`config.mk`:
```
export PLATFORM = sky130hd
export DESIGN_NAME = uart_flags_dev_flat
export DESIGN_NICKNAME = d
export VERILOG_FILES = /design/src/include/uart_flags_if.sv /design/src/core/uart_flags_dev.sv /design/src/flat_wrapper.sv
export VERILOG_INCLUDE_DIRS = /design/src /design/src/include
export SDC_FILE = /design/constraint.sdc
export NUM_CORES = 1
export LEC_CHECK = 0
export BUFFER_PORTS_ARGS = -buffer_cell sky130_fd_sc_hd__buf_2
export CORE_MARGIN = 4
export CORE_UTILIZATION = 45
export DETAILED_ROUTE_END_ITERATION = 10
export PLACE_DENSITY = 0.69
export SLEW_MARGIN = 5
export SYNTH_ARGS = -nofsm -noshare
export SYNTH_HDL_FRONTEND = slang
export SYNTH_SLANG_ARGS = --single-unit
```
`constraint.sdc`:
```
create_clock -name clk -period 2.25 [get_ports clk]
set_clock_uncertainty 0.2 [all_clocks]
set_input_delay 0.1125 -clock clk [delete_from_list [all_inputs] [get_ports clk]]
set_output_delay 0.1125 -clock clk [all_outputs]
set_load 0.005 [all_outputs]
```
`src/include/uart_flags_defines.svh`:
```
// Offsets, field positions, reset values and counts of the serial status flag block.
`ifndef UART_FLAGS_DEFINES_SVH
`define UART_FLAGS_DEFINES_SVH
`define UF_OFF_STAT      3'h4
`define UF_OFF_DATA_HIGH 3'h6
`define UF_OFF_DATA_LOW  3'h7
`define UF_BIT_TXE       7
`define UF_BIT_DONE      6
`define UF_BIT_FULL      5
`define UF_BIT_IDLE      4
`define UF_BIT_OVR       3
`define UF_BIT_NOISE     2
`define UF_BIT_FRM       1
`define UF_BIT_PAR       0
`define UF_BIT_R8        7
`define UF_BIT_T8        6
`define UF_STAT_RST      8'hc0
`define UF_IDLE_ONES8    4'ha
`define UF_IDLE_ONES9    4'hb
`define UF_APB_CMD       8'h00
`define UF_APB_STATUS    8'h04
`define UF_APB_RESULT    8'h08
`define UF_APB_IRQ       8'h0c
`define UF_OP_STAT_RD    3'h1
`define UF_OP_LOW_RD     3'h2
`define UF_OP_LOW_WR     3'h3
`define UF_OP_HIGH_RD    3'h4
`define UF_OP_HIGH_WR    3'h5
`define UF_OP_SERVICE    3'h6
`endif

```
`src/include/uart_flags_if.sv`:
```
// Register access port between the flag block and its host controller.
`timescale 1ns/10ps
interface uart_flags_if;
  logic [2:0] addr;
  logic       rd;
  logic       wr;
  logic [7:0] wdata;
  logic [7:0] rdata;
  logic       rvalid;
  logic       irq;
  modport dev  (input addr, rd, wr, wdata, output rdata, rvalid, irq);
  modport host (output addr, rd, wr, wdata, input rdata, rvalid, irq);
endinterface : uart_flags_if

```
`src/core/uart_flags_dev.sv`:
```
// Status flag logic of the asynchronous serial interface (device end).
`timescale 1ns/10ps
`include "uart_flags_defines.svh"

// Overview of operation
// - Tx-empty sets when shifter takes byte.
// - Tx-empty clears: armed status read, low write.
// - Tx-done held low while sending.
// - Tx-done sets when empty and line idle.
// - Tx-done clears by sequence or queuing.
// - Simultaneous set and clear leaves tx-done clear.
// - Rx-full sets on transfer, clears by sequence.
// - Idle sets after 10 or 11 ones.
// - Idle re-arms only after a new frame.
// - Wakeup mode suppresses idle flag.
// - Idle clears by status then low read.
// - Overrun sets when second frame completes unread.
// - Overrun discards new frame, keeps old data.
// - Overrun clears by status then low read.
// - Host adds dummy low read for stale overrun.
// - Noise flag sets with rx-full, not overrun.
// - Framing error sets on zero stop bit.
// - Framing error blocks reception until cleared.
// - Parity error sets on mismatch when enabled.
// - Status read must precede the data access.
// - Status register writes ignored, reads anytime.
// - Interrupts gated by their enable bits.
module uart_flags_dev (
  // Clock and reset
  input  wire logic       clk,
  input  wire logic       rst_n,
  // Register port
  uart_flags_if.dev       bus,
  // Transmitter events
  input  wire logic       tx_shift_load,
  input  wire logic       tx_active,
  input  wire logic       tx_queue,
  output logic [8:0]      tx_data,
  output logic            tx_line_idle,
  // Receiver events
  input  wire logic       rx_done,
  input  wire logic [8:0] rx_data,
  input  wire logic       rx_noise,
  input  wire logic       rx_stop_bit,
  input  wire logic       rx_parity_bit,
  input  wire logic       bit_tick,
  input  wire logic       rxd_level,
  output logic            rx_inhibit,
  // Configuration
  input  wire logic       nine_bit,
  input  wire logic       parity_enable,
  input  wire logic       parity_type,
  input  wire logic       receiver_wakeup,
  input  wire logic       txe_irq_enable,
  input  wire logic       done_irq_enable,
  input  wire logic       rx_irq_enable,
  input  wire logic       quiet_irq_enable
);

  // ----------------------------------------------------------------
  // Flag storage and clearing sequence
  // ----------------------------------------------------------------
  logic [7:0] flags_q;
  logic [1:0] tx_flags_q;
  logic [5:0] rx_flags_q;
  logic [7:0] arm_q;
  logic [8:0] rx_hold_q;
  logic [3:0] ones_q;
  logic       idle_allow_q;
  logic       stat_rd;
  logic       low_rd;
  logic       low_wr;
  logic       rx_load;
  logic       ovr_evt;
  logic       idle_hit;
  logic [3:0] ones_need;

  function automatic logic parity_bad(input logic [8:0] d, input logic nine, input logic p, input logic odd);
    parity_bad = ((^d[7:0]) ^ (nine & d[8]) ^ p) != odd;
  endfunction : parity_bad

  assign stat_rd = bus.rd && (bus.addr == `UF_OFF_STAT);
  assign low_rd  = bus.rd && (bus.addr == `UF_OFF_DATA_LOW);
  assign low_wr  = bus.wr && (bus.addr == `UF_OFF_DATA_LOW);
  assign flags_q = {tx_flags_q, rx_flags_q};

  // A frame is refused while a framing error stands; a frame that finds the old one unread is lost.
  assign rx_load = rx_done && !flags_q[`UF_BIT_FULL] && !flags_q[`UF_BIT_FRM];
  assign ovr_evt = rx_done && flags_q[`UF_BIT_FULL] && !flags_q[`UF_BIT_FRM];
  assign rx_inhibit = flags_q[`UF_BIT_FRM];

  // Only flags seen set by a status read may be cleared by the following data access.
  always_ff @(posedge clk or negedge rst_n) begin
    if (!rst_n) begin
      arm_q <= 8'h00;
    end else if (stat_rd) begin
      arm_q <= flags_q;
    end else if (low_wr) begin
      arm_q[7:6] <= 2'h0;
    end else if (low_rd) begin
      arm_q[5:0] <= 6'h00;
    end
  end

  // Transmit flags.
  always_ff @(posedge clk or negedge rst_n) begin
    if (!rst_n) begin
      tx_flags_q <= 2'(`UF_STAT_RST >> 6);
    end else begin
      // Set wins over clear for the empty flag.
      if (tx_shift_load)
        tx_flags_q[`UF_BIT_TXE - 6] <= 1'b1;
      else if (low_wr && arm_q[`UF_BIT_TXE])
        tx_flags_q[`UF_BIT_TXE - 6] <= 1'b0;
      // Clear wins over set for the done flag.
      if ((low_wr && arm_q[`UF_BIT_DONE]) || tx_queue || tx_active)
        tx_flags_q[`UF_BIT_DONE - 6] <= 1'b0;
      else if (flags_q[`UF_BIT_TXE])
        tx_flags_q[`UF_BIT_DONE - 6] <= 1'b1;
    end
  end

  assign tx_line_idle = flags_q[`UF_BIT_DONE];

  // Receive flags; an event arriving with its clear keeps the flag set.
  always_ff @(posedge clk or negedge rst_n) begin
    if (!rst_n) begin
      rx_flags_q <= 6'(`UF_STAT_RST);
    end else begin
      if (rx_load)
        rx_flags_q[`UF_BIT_FULL] <= 1'b1;
      else if (low_rd && arm_q[`UF_BIT_FULL])
        rx_flags_q[`UF_BIT_FULL] <= 1'b0;
      if (idle_hit)
        rx_flags_q[`UF_BIT_IDLE] <= 1'b1;
      else if (low_rd && arm_q[`UF_BIT_IDLE])
        rx_flags_q[`UF_BIT_IDLE] <= 1'b0;
      if (ovr_evt)
        rx_flags_q[`UF_BIT_OVR] <= 1'b1;
      else if (low_rd && arm_q[`UF_BIT_OVR])
        rx_flags_q[`UF_BIT_OVR] <= 1'b0;
      if (rx_load && rx_noise)
        rx_flags_q[`UF_BIT_NOISE] <= 1'b1;
      else if (low_rd && arm_q[`UF_BIT_NOISE])
        rx_flags_q[`UF_BIT_NOISE] <= 1'b0;
      if (rx_load && !rx_stop_bit)
        rx_flags_q[`UF_BIT_FRM] <= 1'b1;
      else if (low_rd && arm_q[`UF_BIT_FRM])
        rx_flags_q[`UF_BIT_FRM] <= 1'b0;
      if (rx_load && parity_enable && parity_bad(rx_data, nine_bit, rx_parity_bit, parity_type))
        rx_flags_q[`UF_BIT_PAR] <= 1'b1;
      else if (low_rd && arm_q[`UF_BIT_PAR])
        rx_flags_q[`UF_BIT_PAR] <= 1'b0;
    end
  end

  // ----------------------------------------------------------------
  // Receive data holding register
  // ----------------------------------------------------------------
  always_ff @(posedge clk or negedge rst_n) begin
    if (!rst_n)
      rx_hold_q <= 9'h000;
    else if (rx_load)
      rx_hold_q <= rx_data;
  end

  // ----------------------------------------------------------------
  // Idle line detection
  // ----------------------------------------------------------------
  assign ones_need = nine_bit ? `UF_IDLE_ONES9 : `UF_IDLE_ONES8;
  assign idle_hit  = bit_tick && rxd_level && (ones_q == ones_need - 4'h1)
                     && idle_allow_q && !receiver_wakeup;

  always_ff @(posedge clk or negedge rst_n) begin
    if (!rst_n)
      ones_q <= 4'h0;
    else if (bit_tick && !rxd_level)
      ones_q <= 4'h0;
    else if (bit_tick && ones_q != ones_need)
      ones_q <= ones_q + 4'h1;
  end

  // The line must carry a fresh frame before the idle flag may set once more.
  always_ff @(posedge clk or negedge rst_n) begin
    if (!rst_n)
      idle_allow_q <= 1'b1;
    else if (rx_load)
      idle_allow_q <= 1'b1;
    else if (idle_hit)
      idle_allow_q <= 1'b0;
  end

  // ----------------------------------------------------------------
  // Register access
  // ----------------------------------------------------------------
  always_ff @(posedge clk or negedge rst_n) begin
    if (!rst_n) begin
      tx_data <= 9'h000;
    end else if (low_wr) begin
      tx_data[7:0] <= bus.wdata;
    end else if (bus.wr && bus.addr == `UF_OFF_DATA_HIGH) begin
      tx_data[8] <= bus.wdata[`UF_BIT_T8];
    end
  end

  // Status writes fall through every decode above and change nothing.
  always_ff @(posedge clk or negedge rst_n) begin
    if (!rst_n) begin
      bus.rdata  <= 8'h00;
      bus.rvalid <= 1'b0;
    end else begin
      bus.rvalid <= bus.rd;
      if (bus.rd) begin
        unique case (bus.addr)
          `UF_OFF_STAT:      bus.rdata <= flags_q;
          `UF_OFF_DATA_LOW:  bus.rdata <= rx_hold_q[7:0];
          `UF_OFF_DATA_HIGH: bus.rdata <= {rx_hold_q[8], tx_data[8], 6'h00};
          default:           bus.rdata <= 8'h00;
        endcase
      end
    end
  end

  assign bus.irq = (txe_irq_enable && flags_q[`UF_BIT_TXE])
                 || (done_irq_enable && flags_q[`UF_BIT_DONE])
                 || (rx_irq_enable && (flags_q[`UF_BIT_FULL] || flags_q[`UF_BIT_OVR]))
                 || (quiet_irq_enable && flags_q[`UF_BIT_IDLE]);

endmodule : uart_flags_dev

```
`src/flat_wrapper.sv`:
```
// flat-port wrapper written by rule: the top's interface ports become plain ports
module uart_flags_dev_flat 
  (clk, rst_n, tx_shift_load, tx_active, tx_queue, tx_data, tx_line_idle, rx_done, rx_data, rx_noise, rx_stop_bit, rx_parity_bit, bit_tick, rxd_level, rx_inhibit, nine_bit, parity_enable, parity_type, receiver_wakeup, txe_irq_enable, done_irq_enable, rx_irq_enable, quiet_irq_enable, bus_addr, bus_rd, bus_wr, bus_wdata, bus_rdata, bus_rvalid, bus_irq);
  uart_flags_if bus_i ();
  input  wire logic clk;
  input  wire logic rst_n;
  input  wire logic tx_shift_load;
  input  wire logic tx_active;
  input  wire logic tx_queue;
  output logic [8:0] tx_data;
  output logic tx_line_idle;
  input  wire logic rx_done;
  input  wire logic [8:0] rx_data;
  input  wire logic rx_noise;
  input  wire logic rx_stop_bit;
  input  wire logic rx_parity_bit;
  input  wire logic bit_tick;
  input  wire logic rxd_level;
  output logic rx_inhibit;
  input  wire logic nine_bit;
  input  wire logic parity_enable;
  input  wire logic parity_type;
  input  wire logic receiver_wakeup;
  input  wire logic txe_irq_enable;
  input  wire logic done_irq_enable;
  input  wire logic rx_irq_enable;
  input  wire logic quiet_irq_enable;
  input wire logic [$bits(bus_i.addr)-1:0] bus_addr;
  input wire logic [$bits(bus_i.rd)-1:0] bus_rd;
  input wire logic [$bits(bus_i.wr)-1:0] bus_wr;
  input wire logic [$bits(bus_i.wdata)-1:0] bus_wdata;
  output wire logic [$bits(bus_i.rdata)-1:0] bus_rdata;
  output wire logic [$bits(bus_i.rvalid)-1:0] bus_rvalid;
  output wire logic [$bits(bus_i.irq)-1:0] bus_irq;
  assign bus_i.addr = bus_addr;
  assign bus_i.rd = bus_rd;
  assign bus_i.wr = bus_wr;
  assign bus_i.wdata = bus_wdata;
  assign bus_rdata = bus_i.rdata;
  assign bus_rvalid = bus_i.rvalid;
  assign bus_irq = bus_i.irq;
  uart_flags_dev u_core (.clk(clk), .rst_n(rst_n), .bus(bus_i), .tx_shift_load(tx_shift_load), .tx_active(tx_active), .tx_queue(tx_queue), .tx_data(tx_data), .tx_line_idle(tx_line_idle), .rx_done(rx_done), .rx_data(rx_data), .rx_noise(rx_noise), .rx_stop_bit(rx_stop_bit), .rx_parity_bit(rx_parity_bit), .bit_tick(bit_tick), .rxd_level(rxd_level), .rx_inhibit(rx_inhibit), .nine_bit(nine_bit), .parity_enable(parity_enable), .parity_type(parity_type), .receiver_wakeup(receiver_wakeup), .txe_irq_enable(txe_irq_enable), .done_irq_enable(done_irq_enable), .rx_irq_enable(rx_irq_enable), .quiet_irq_enable(quiet_irq_enable));
endmodule
```
**Word level (Yosys, flattened, before mapping)**

Index checks and enable logic that the tools add are counted.

- Input port bits: 41
- Flip-flop bits (word level): 48
- Logic and storage cells: 112
- Output and inout port bits: 21

- Reduce and logical (&&, ||, !) cells: 56
- Equal/unequal tests: 7
- Add/subtract/negate cells: 2
- Muxes and demuxes: 26
- Bitwise logic cells: 4

Operators with widths:

| cell | number |
|---|---|
| logical AND 1 bit | 30 |
| case mux 8 bit (3 select lines) | 1 |
| nonzero test 2 bit | 12 |
| two-way mux 1 bit | 19 |
| two-way mux 6 bit | 2 |
| == test 3 bit (second input constant) | 3 |
| two-way mux 4 bit | 2 |
| two-way mux 8 bit | 1 |
| XOR reduction 8 bit | 1 |
| logical OR 1 bit | 6 |
| logical NOT 1 bit | 5 |
| adder 4 x 1 -> 4 bit (second input constant) | 1 |
| == test 4 bit | 1 |
| != test 4 bit | 1 |
| AND reduction 2 bit | 2 |
| subtractor 4 x 1 -> 4 bit (second input constant) | 1 |
| two-way mux 2 bit | 1 |
| != test 2 x 1 -> 1 bit (second input constant) | 1 |
| XOR 1 bit | 2 |
| AND 1 bit | 1 |
| != test 1 bit | 1 |
| NOT 1 bit | 1 |

**Depth between registers and ports, before layout**

Gate-level depths: netlist (run 1).

- Word-level depth: 8
- Depth in mapped cells: 6
- Mapped depth without buffers: 4

**Worst setup path after synthesis (run 1)**

Ideal clock, no wire load.

- Path kind: reg2reg
- Start point: reg u_core.rx_flags_q[5]
- End point: reg u_core.rx_hold_q[3]
- Path buffers: 1
- Setup time: 0.125 ns
- Arrival: 1.314 ns
- Period minus slack after synthesis: 1.639 ns
- Cell stages (with the launch flop): 4
- Path slack: 0.611 ns
- Data required time: 1.925 ns
- Path through: dfrtp_1 > nor3b_2 > buf_2 > mux2_2

- Cells in the longest elaborated chain, start to end: 3

Ends and longest elaborated chain:

| what | RTL line | text |
|---|---|---|
| start: declaration | uart_flags_dev.sv:65 | `logic [5:0] rx_flags_q;` |
| start signal: assignment | uart_flags_dev.sv:128 | `` rx_flags_q <= 6'(`UF_STAT_RST); `` |
| logical NOT 1 bit | uart_flags_dev.sv:88 | `` assign rx_load = rx_done && !flags_q[`UF_BIT_FULL] && !flags_q[`UF_BIT_FRM]; `` |
| logical AND 1 bit (2 in a row) | uart_flags_dev.sv:88 |  |
| end signal: assignment | uart_flags_dev.sv:164 | `rx_hold_q <= rx_data;` |
| end: declaration | uart_flags_dev.sv:67 | `logic [8:0] rx_hold_q;` |

Every way passes these cells.
A chain may end at the register's enable or synchronous reset.

**Final worst setup path (run 1)**

- Start point: in bus_addr[0]
- End point: reg u_core.tx_flags_q[0]

- Cells in the longest elaborated chain, start to end: 6
- Elaborated cells between the ends (all ways): 7
- Those cells by class: 1 x eq/ne; 1 x mux; 5 x reduce/logical

Ends and longest elaborated chain:

| what | RTL line | text |
|---|---|---|
| start: declaration | flat_wrapper.sv:28 | `input wire logic [$bits(bus_i.addr)-1:0] bus_addr;` |
| == test 3 bit (no line) * | - |  |
| logical AND 1 bit * | uart_flags_dev.sv:84 | `` assign low_wr = bus.wr && (bus.addr == `UF_OFF_DATA_LOW); `` |
| logical AND 1 bit * | uart_flags_dev.sv:116 | `` if ((low_wr && arm_q[`UF_BIT_DONE]) \|\| tx_queue \|\| tx_active) `` |
| logical OR 1 bit * (2 in a row) | uart_flags_dev.sv:116 |  |
| two-way mux 1 bit or nonzero test 2 bit (tied branches) | - |  |
| end signal: assignment | uart_flags_dev.sv:108 | `` tx_flags_q <= 2'(`UF_STAT_RST >> 6); `` |
| end: declaration | uart_flags_dev.sv:64 | `logic [1:0] tx_flags_q;` |

Mark *: on every way between the ends. The rest lies on a longest branch, timed or not.

==> flow_metrics.env, run 1 <==
export IMPL_outcome="finished, final reports clean"
export IMPL_htree_levels=2
export IMPL_cts_buffers=5
export IMPL_p_sw_w=0.000693
export IMPL_clkSinkCount=48
export IMPL_grt_pass1_vias=1838
export IMPL_wl_per_cell_microns=14.1
export IMPL_final_nets=332
export IMPL_die_w_microns=77.9
export IMPL_drt_first_pass_iters=4
export IMPL_leakage_nw=1.40
export IMPL_cap_violations=0
export IMPL_drt_wl_total_microns=5060
export IMPL_drc=0
export IMPL_reg2reg_depth=5
export IMPL_grt_pass1_wl_microns=8620
export IMPL_num_antenna_cells=0
export IMPL_ff_latch_area_sq_um=1200
export IMPL_pwr_share_clk=0.246
export IMPL_syn_area_sq_um=2200
export IMPL_whs_path_depth=3
export IMPL_cts_tree="yes"
export IMPL_hold_path_class="input pin to register"
export IMPL_grtUsageTotal=0.180
export IMPL_final_cell_mix="buf_2 (61), dfrtp_1 (45), dlygate4sd3_1 (31), nand2_1 (19)"
export IMPL_fin_crit_ns=2.14
export IMPL_postSynth_asyncResetShare=1.00
export IMPL_tightest_slew_ns=0.532
export IMPL_hpwl_microns=3660
export IMPL_cell_internal_pwr_w=0.00179
export IMPL_io_buffers=61
export IMPL_die_h_microns=77.9
export IMPL_finalSetupTns_ns=0
export IMPL_synth_edf_count=0
export IMPL_core_area_sq_um=4720
export IMPL_fmax_mhz=468
export IMPL_ys_ff_latch=48
export IMPL_rsz0062_at_grt="false"
export IMPL_switching_share=0.280
export IMPL_power_w=0.00248
export IMPL_grt_overflow_total=0
export IMPL_multi_input_area_sq_um=912
export IMPL_postRouteAntennaNets=0
export IMPL_power_density_nw_per_um2=821
export IMPL_place_congestion=0.766
export IMPL_std_cell_rows=25
export IMPL_routed_via_count=1787
export IMPL_path_class="input pin to register"
export IMPL_path_max_fanout=11
export IMPL_final_common_cell="buf_2"
export IMPL_crit_path_start_kind="input pin"
export IMPL_ys_warn_count=0
export IMPL_clockBufferDepth=2
export IMPL_cp_required_ns=2.30
export IMPL_insertion_delay_ns=0.30
export IMPL_path_clk_slew_ns=0.08
export IMPL_syn_avg_cell_area_sq_um=11.3
export IMPL_setup_viol=0
export IMPL_synth_cell_type_count=38
export IMPL_pin_count=62
export IMPL_seqPwrFrac=0.515
export IMPL_drv_slew=0
export IMPL_grt_max_degree=27
export IMPL_die_area_sq_um=6070
export IMPL_yosysSeqAreaShare=0.548
export IMPL_antenna_found_initial=0
export IMPL_synth_cells=194
export IMPL_syn_nets=236
export IMPL_drt_iter0_markers=87
export IMPL_cts_root_buf="clkbuf_8"
export IMPL_crit_arrival_ns=2.19
export IMPL_synth_top_flop_cell="dfrtp_1"
export IMPL_via_per_inst=4.99
export IMPL_comb_power_share=0.240
export IMPL_min_period_over_period=0.950
export IMPL_end_kind="register"
export IMPL_synthToLayoutAreaGrowth_pct=37.3
export IMPL_ir_drop_mv=0.461
export IMPL_hold_viol=0
export IMPL_slew_headroom=0.645
export IMPL_start_util=0.465
export IMPL_layout_drive_gt1_share=0.340
export IMPL_nFillCells=376
-- registers in the layout, summed over array words and instances (netlist names) --
register	count
u_core.ones_q	4
u_core.arm_q	8
u_core.tx_flags_q	2
u_core.rx_flags_q	6
u_core.rx_hold_q	9
u_core.tx_data	9
u_core.idle_allow_q	1
u_core.bus.rvalid	1
u_core.bus.rdata	8
-- critical path: stages --
cell and delay, ns:
dlygate4sd3_1 0.53, buf_2 0.19, and2_1 0.20, and3_1 0.22
a2111oi_2 0.34, dlygate4sd3_1 0.60
-- stage by stage --
step / hold WS [ns] / utilization / instance area (sq um) / setup WS (ns) / std cells
3_5_place_dp: -0.0795 / 0.548 / 2590 / 0.592 / 319
5_1_grt: 0.00125 / 0.639 / 3020 / 0.0267 / 358
2_1_floorplan: -0.383 / - / 2200 / 0.611 / 194
6_report: 0.00859 / 0.639 / 3020 / 0.112 / 358
3_3_place_gp: -0.0752 / 0.548 / 2590 / 0.616 / 319
4_1_cts: 0.000486 / 0.637 / 3010 / 0.0911 / 358
-- metal layers --
metal,track usage,wire length (microns),vias up
met4,0.0734,56,0
met2,0.301,2630,34
met5,0,0,-
li1,-,-,881
met3,0.0348,171,5
met1,0.230,2200,867
-- final timing paths --
check | start | end | slack [ns]
min in group asynchronous | rst_n | u_core.rx_hold_q[8] | 0.12
max reg2reg | u_core.ones_q[0] | u_core.ones_q[2] | 0.13
min | bus_wr | u_core.tx_data[8] | 0.009
max in group asynchronous | rst_n | u_core.tx_flags_q[0] | 1.14
max | bus_addr[0] | u_core.tx_flags_q[0] | 0.11
min reg2reg | u_core.tx_data[0] | u_core.tx_data[0] | 0.30
-- Yosys cell counts (3+ instances only) --
cell type | n | share of area
a21o_1 | 3 | 0.010
a21oi_1 | 10 | 0.023
a22oi_1 | 6 | 0.020
buf_2 | 3 | 0.0068
dfrtp_1 | 45 | 0.51
dfstp_2 | 3 | 0.036
inv_1 | 16 | 0.027
mux2_2 | 18 | 0.092
mux2i_1 | 3 | 0.014
nand2_1 | 19 | 0.032
nand3_1 | 4 | 0.0091
nor2_1 | 5 | 0.0085
o21ai_0 | 3 | 0.0068
o22ai_1 | 18 | 0.051
xnor2_1 | 8 | 0.032
-- power groups by stage --
stage          sequential [W]  combinational [W]  clock [W]
2_1_floorplan         0.00124           0.000358          0
3_3_place_gp          0.00128           0.000533          0
3_5_place_dp          0.00129           0.000548          0
4_1_cts               0.00128           0.000597   0.000633
5_1_grt               0.00131           0.000662   0.000664
6_report              0.00128           0.000594   0.000609
-- repair_timing --
| item | CTS | global route |
|---|---|---|
| hold endpoints to repair | 91 | 0 |
| gates resized for setup | 0 | 3 |
| hold buffers | 31 | 0 |
| setup endpoints to repair | 0 | 2 |
| setup buffers | 0 | 0 |
-- layout make-up --
type                            count  share of cell area
Clock inverter                      2              0.0116
Tap cell                           67              0.0278
Multi-Input combinational cell    124               0.302
Sequential cell                    48               0.399
Timing Repair Buffer               95               0.215
Clock buffer                        6              0.0240
Inverter                           16              0.0199
-- cell families after synthesis --
logic type | count (synthesis) | synth area share
xor gates and xnor gates | 10 | 0.0461
muxes | 21 | 0.106
adders and majority gates | 1 | 0.00569
AOI/OAI and AO/OA | 47 | 0.142
and+or+nand+nor | 45 | 0.110
DFF | 48 | 0.548
buffers and inverters | 22 | 0.0427
Power figures use the tool's default switching activity.
==> run 2, diff against run 1 <==
- clock period: 2.25 -> 2 ns (I/O delays scaled with it)
==> run 2 against run 1 <==
First-iteration DRC count unchanged; combinational power grew 12%; global-route usage is 0.21 points higher; clock-buffer cell count decreased by 1; wire length up 1.7%; non-clock buffer count up 3; final area fell by 0.75%; critical path type unchanged; critical endpoint unchanged; highest routed layer unchanged.
==> flow_metrics.env, run 2 (synthesized netlist as in run 1, its figures left out) <==
export IMPL_antenna_found_initial=0
export IMPL_crit_path_start_kind="input pin"
export IMPL_layout_drive_gt1_share=0.344
export IMPL_slew_headroom=0.637
export IMPL_drt_wl_total_microns=5150
export IMPL_path_clk_slew_ns=0.09
export IMPL_num_antenna_cells=0
export IMPL_final_common_cell="buf_2"
export IMPL_via_per_inst=4.96
export IMPL_top_regs="u_core.rx_hold_q: 9 flops, u_core.tx_data: 9 flops"
export IMPL_insertion_delay_ns=0.30
export IMPL_ir_drop_mv=0.604
export IMPL_clkSinkCount=48
export IMPL_end_kind="register"
export IMPL_wl_per_cell_microns=14.3
export IMPL_critPathMaxStageDelay_ns=0.61
export IMPL_start_util=0.465
export IMPL_setup_ws_ns=0.129
export IMPL_cts_tree="yes"
export IMPL_path_max_fanout=4
export IMPL_final_nets=335
export IMPL_io_buffers=61
export IMPL_drt_first_pass_iters=4
export IMPL_rsz0062_at_grt="false"
export IMPL_hold_viol=0
export IMPL_std_cell_rows=25
export IMPL_crit_chain="dlygate4sd3_1, buf_2, and3_1, a2111oi_0, dlygate4sd3_1"
export IMPL_die_h_microns=77.9
export IMPL_die_w_microns=77.9
export IMPL_crit_start="bus_wr"
export IMPL_p_sw_w=0.000775
export IMPL_synthToLayoutAreaGrowth_pct=36.3
export IMPL_grt_pass1_wl_microns=8740
export IMPL_hold_path_class="input pin to async pin"
export IMPL_cts_resized=0
export IMPL_routed_via_count=1789
export IMPL_rr_startpoint="u_core.tx_flags_q[1]"
export IMPL_drv_slew=0
export IMPL_min_period_over_period=0.936
export IMPL_place_congestion=0.833
export IMPL_switching_share=0.293
export IMPL_htree_levels=2
export IMPL_outcome="finished, final reports clean"
export IMPL_fmax_mhz=534
export IMPL_path_common_cell="dlygate4sd3_1"
export IMPL_cap_violations=0
export IMPL_crit_arrival_ns=1.91
export IMPL_seqPwrFrac=0.539
export IMPL_grt_pass1_vias=1849
export IMPL_preCtsSetupSlack_ns=0.329
export IMPL_hpwl_microns=3630
export IMPL_tightest_slew_ns=0.539
export IMPL_fin_crit_ns=1.87
export IMPL_cell_internal_pwr_w=0.00187
export IMPL_power_density_nw_per_um2=884
export IMPL_pin_count=62
export IMPL_postRouteAntennaNets=0
export IMPL_core_area_sq_um=4720
export IMPL_finalSetupTns_ns=0
export IMPL_pwr_share_clk=0.211
export IMPL_drc=0
export IMPL_grt_max_degree=22
export IMPL_crit_slowest_cell="dlygate4sd3_1"
export IMPL_grtUsageTotal=0.182
export IMPL_grt_overflow_total=0
export IMPL_cts_root_buf="clkbuf_8"
export IMPL_final_cell_mix="buf_2 (61), dfrtp_1 (45), dlygate4sd3_1 (31), nand2_1 (19)"
export IMPL_cts_buffers=5
export IMPL_drt_iter0_markers=87
export IMPL_clockBufferDepth=2
export IMPL_leakage_nw=1.40
export IMPL_cp_required_ns=2.04
export IMPL_path_class="input pin to register"
export IMPL_power_w=0.00265
export IMPL_die_area_sq_um=6070
export IMPL_setup_viol=0
export IMPL_comb_power_share=0.250
run 2: cell count changes in the layout (fill, tap and decap cells not counted):
cell,change
clkinv_4,+1
a2111oi_2,-1
clkbuf_1,-1
bufinv_16,-1
nor4_2,-1
clkinv_2,+1
buf_4,+4
nor4_1,+1
a2111oi_0,+1
buf_12,-1
run 2: routing by layer:
metal	wire length, microns	up-vias	global-route usage
met3	195	5	0.0336
met1	2170	853	0.230
met5	0	-	0
li1	-	887	-
met2	2740	44	0.320
met4	39	0	0.0490
run 2: power groups by stage:
| stage | sequential [W] | combinational [W] | clock [W] |
|---|---|---|---|
| 6_report | 0.00143 | 0.000663 | 0.000559 |
| 5_1_grt | 0.00146 | 0.000742 | 0.000630 |
| 4_1_cts | 0.00143 | 0.000667 | 0.000587 |
| 3_5_place_dp | 0.00145 | 0.000619 | 0 |
| 3_3_place_gp | 0.00144 | 0.000608 | 0 |
| 2_1_floorplan | 0.00139 | 0.000403 | 0 |
run 2: area by class of cell:
type | instances | area, sq um
fill | 384 | 1730
clock buffer | 5 | 68.8
tap | 67 | 83.8
clock inverter | 3 | 18.8
timing repair buffer | 98 | 661
sequential | 48 | 1200
inverter | 16 | 60.1
multi-input combinational | 124 | 900
run 2: repair_timing:
| item | in CTS | in global routing |
|---|---|---|
| endpoints found under the hold margin | 90 | 0 |
| buffers inserted | 0 | 0 |
| hold buffers | 31 | 0 |
run 2: final timing paths:
| kind | depth (start not counted) | slack [ns] | endpoint |
|---|---|---|---|
| worst min-delay path | 2 | 0.006 | u_core.bus.rdata[0] |
| max in group asynchronous | 3 | 0.96 | u_core.tx_flags_q[1] |
| worst min register to register | 1 | 0.30 | u_core.tx_data[0] |
| worst max-delay path | 5 | 0.13 | u_core.tx_flags_q[0] |
| worst max register to register | 3 | 0.18 | u_core.tx_flags_q[0] |
| min in group clk | 4 | 0.02 | u_core.bus.rdata[6] |
run 2: critical path: cells and delay by family:
family | cells | cell delay, ns
AO/OA/AOI/OAI | 1 | 0.36
AND/OR/NAND/NOR | 1 | 0.16
buffers and inverters | 3 | 1.29
run 2: through the flow:
| step | instances | util | instance area [sq um] | hold WS [ns] |
|---|---|---|---|---|
| 4_1_cts | 361 | 0.634 | 3000 | 0.00613 |
| 5_1_grt | 361 | 0.634 | 3000 | 0.0295 |
| 3_3_place_gp | 322 | 0.550 | 2600 | -0.201 |
| 6_report | 361 | 0.634 | 3000 | 0.00629 |
| 3_5_place_dp | 322 | 0.550 | 2600 | -0.202 |
| 2_1_floorplan | 194 | - | 2200 | -0.396 |
==> run 3, diff against run 2 <==
- CORE_MARGIN: 4 -> unset
==> run 3 against run 2 <==
Non-clock buffer count grew 2; die area shrank 15%; hold slack is essentially flat; utilization grew 0.50 points; clock-buffer cell count grew 2; power grew 1.8%; sequential share of layout area shrank 0.32 points; largest cell class unchanged.
==> flow_metrics.env, run 3 (synthesized netlist as in run 1, its figures left out) <==
export IMPL_drv_slew=0
export IMPL_cts_root_buf="clkbuf_8"
export IMPL_tightest_slew_ns=0.551
export IMPL_std_cell_rows=25
export IMPL_wl_per_cell_microns=13.7
export IMPL_postRouteAntennaNets=0
export IMPL_grt_pass1_vias=1826
export IMPL_switching_share=0.289
export IMPL_final_common_cell="buf_2"
export IMPL_die_h_microns=71.9
export IMPL_pin_count=62
export IMPL_path_clk_slew_ns=0.09
export IMPL_reg2reg_depth=3
export IMPL_finalSetupTns_ns=0
export IMPL_core_area_sq_um=4720
export IMPL_path_max_fanout=6
export IMPL_cap_violations=0
export IMPL_start_util=0.465
export IMPL_cell_internal_pwr_w=0.00192
export IMPL_setup_viol=0
export IMPL_crit_path_start_kind="input pin"
export IMPL_clkSinkCount=48
export IMPL_synthToLayoutAreaGrowth_pct=37.4
export IMPL_grt_max_degree=25
export IMPL_rr_startpoint="u_core.tx_flags_q[1]"
export IMPL_grtUsageTotal=0.212
export IMPL_fmax_mhz=526
export IMPL_final_cell_mix="buf_2 (61), dfrtp_1 (45), dlygate4sd3_1 (32), nand2_1 (19)"
export IMPL_path_common_cell="dlygate4sd3_1"
export IMPL_cts_tree="yes"
export IMPL_cts_buffers=5
export IMPL_outcome="finished, final reports clean"
export IMPL_grt_overflow_total=0
export IMPL_drt_iter0_markers=73
export IMPL_seqPwrFrac=0.530
export IMPL_place_area_sq_um=2610
export IMPL_min_delay_start="bus_addr[1]"
export IMPL_stdcell_area_sq_um=3020
export IMPL_hold_viol=0
export IMPL_hold_path_class="input pin to register"
export IMPL_drt_wl_total_microns=4970
export IMPL_insertion_delay_ns=0.30
export IMPL_drt_met1_wl_microns=2150
export IMPL_wl_met2_microns=2550
export IMPL_place_congestion=0.805
export IMPL_whs_path_depth=3
export IMPL_crit_arrival_ns=1.95
export IMPL_p_sw_w=0.000780
export IMPL_crit_slowest_cell="dlygate4sd3_1"
export IMPL_num_antenna_cells=0
export IMPL_crit_chain="dlygate4sd3_1, buf_2, and3_1, a2111oi_0, dlygate4sd3_1"
export IMPL_leakage_nw=1.41
export IMPL_drc=0
export IMPL_min_period_over_period=0.950
export IMPL_cp_depth=5
export IMPL_via_per_inst=5.06
export IMPL_ir_drop_mv=0.425
export IMPL_cp_required_ns=2.05
export IMPL_critPathMaxStageDelay_ns=0.60
export IMPL_preCtsSetupSlack_ns=0.285
export IMPL_path_class="input pin to register"
export IMPL_critPathBufInv=3
export IMPL_crit_start="bus_addr[2]"
export IMPL_comb_power_share=0.246
export IMPL_nFillCells=383
export IMPL_hpwl_microns=3430
export IMPL_routed_via_count=1837
export IMPL_postCtsSetupBuffers=0
export IMPL_drt_first_pass_iters=4
export IMPL_die_area_sq_um=5170
export IMPL_clockBufferDepth=2
export IMPL_fin_crit_ns=1.90
export IMPL_antenna_found_initial=0
export IMPL_layout_drive_gt1_share=0.341
export IMPL_die_w_microns=71.9
export IMPL_slew_headroom=0.629
export IMPL_io_buffers=61
export IMPL_wl_met3_microns=147
export IMPL_grt_pass1_wl_microns=8290
export IMPL_end_kind="register"
export IMPL_htree_levels=2
export IMPL_pwr_share_clk=0.224
export IMPL_top_regs="u_core.rx_hold_q: 9 flops, u_core.tx_data: 9 flops"
export IMPL_critPathTopFamily="buffers and inverters"
export IMPL_final_nets=337
export IMPL_setup_ws_ns=0.0993
export IMPL_top_layer="met4"
export IMPL_rsz0062_at_grt="false"
export IMPL_power_density_nw_per_um2=893
[run 3: cell types whose count changed in the layout (fill, tap and decap cells not counted), sizes merged]
cell | before | now
clkbuf | 5 | 7
dlygate4sd3 | 31 | 32
buf | 67 | 68
clkinv | 3 | 0
clkinvlp | 0 | 1
[run 3: cell type report]
cell class	instances	area (sq um)	area share
Sequential cell	48	1200	0.399
Multi-Input combinational cell	124	900	0.298
Timing Repair Buffer	100	678	0.225
Clock buffer	7	86.3	0.0286
Tap cell	67	83.8	0.0278
Inverter	16	60.1	0.0199
Clock inverter	1	7.51	0.00249
[run 3: stage by stage]
| stage | utilization | power [W] | hold slack, ns | cells |
|---|---|---|---|---|
| 6_report | 0.639 | 0.00270 | 0.00658 | 363 |
| 2_1_floorplan | - | 0.00180 | -0.396 | 194 |
| 3_5_place_dp | 0.552 | 0.00207 | -0.0841 | 323 |
| 5_1_grt | 0.639 | 0.00287 | 0.0274 | 363 |
| 3_3_place_gp | 0.552 | 0.00204 | -0.0907 | 323 |
| 4_1_cts | 0.639 | 0.00272 | 0.000615 | 363 |
[run 3: worst register-to-register path: cells and delay by family (launching register included)]
family                 cells  cell delay, ns
DFF                        1            0.59
AOI/OAI and AO/OA          1            0.33
and+or+nand+nor            1            0.05
buffers and inverters      1            0.60
[run 3: per-layer routing]
metal | track usage | up-vias
li1 | - | 892
met5 | 0 | -
met4 | 0.105 | 0
met2 | 0.351 | 41
met1 | 0.271 | 893
met3 | 0.0375 | 11
[run 3: repair_timing]
item                      4_1_cts  5_1_grt
gates resized for setup         0        0
hold endpoints to repair       67        0
hold buffers                   32        0
[run 3: final timing paths]
check	end	slack, ns
worst min register to register	u_core.tx_data[1]	0.30
worst max register to register	u_core.tx_flags_q[0]	0.18
max in group asynchronous	u_core.tx_flags_q[0]	0.85
worst min-delay path	u_core.tx_data[8]	0.007
min in group asynchronous	u_core.bus.rdata[1]	0.10
worst max-delay path	u_core.tx_flags_q[0]	0.1
[run 3: power by group through the flow]
stage / Clock (W) / Combinational [W] / Sequential [W]
5_1_grt: 0.000661 / 0.000745 / 0.00146
3_3_place_gp: 0 / 0.000604 / 0.00144
2_1_floorplan: 0 / 0.000403 / 0.00139
3_5_place_dp: 0 / 0.000619 / 0.00145
4_1_cts: 0.000625 / 0.000668 / 0.00143
6_report: 0.000604 / 0.000662 / 0.00143
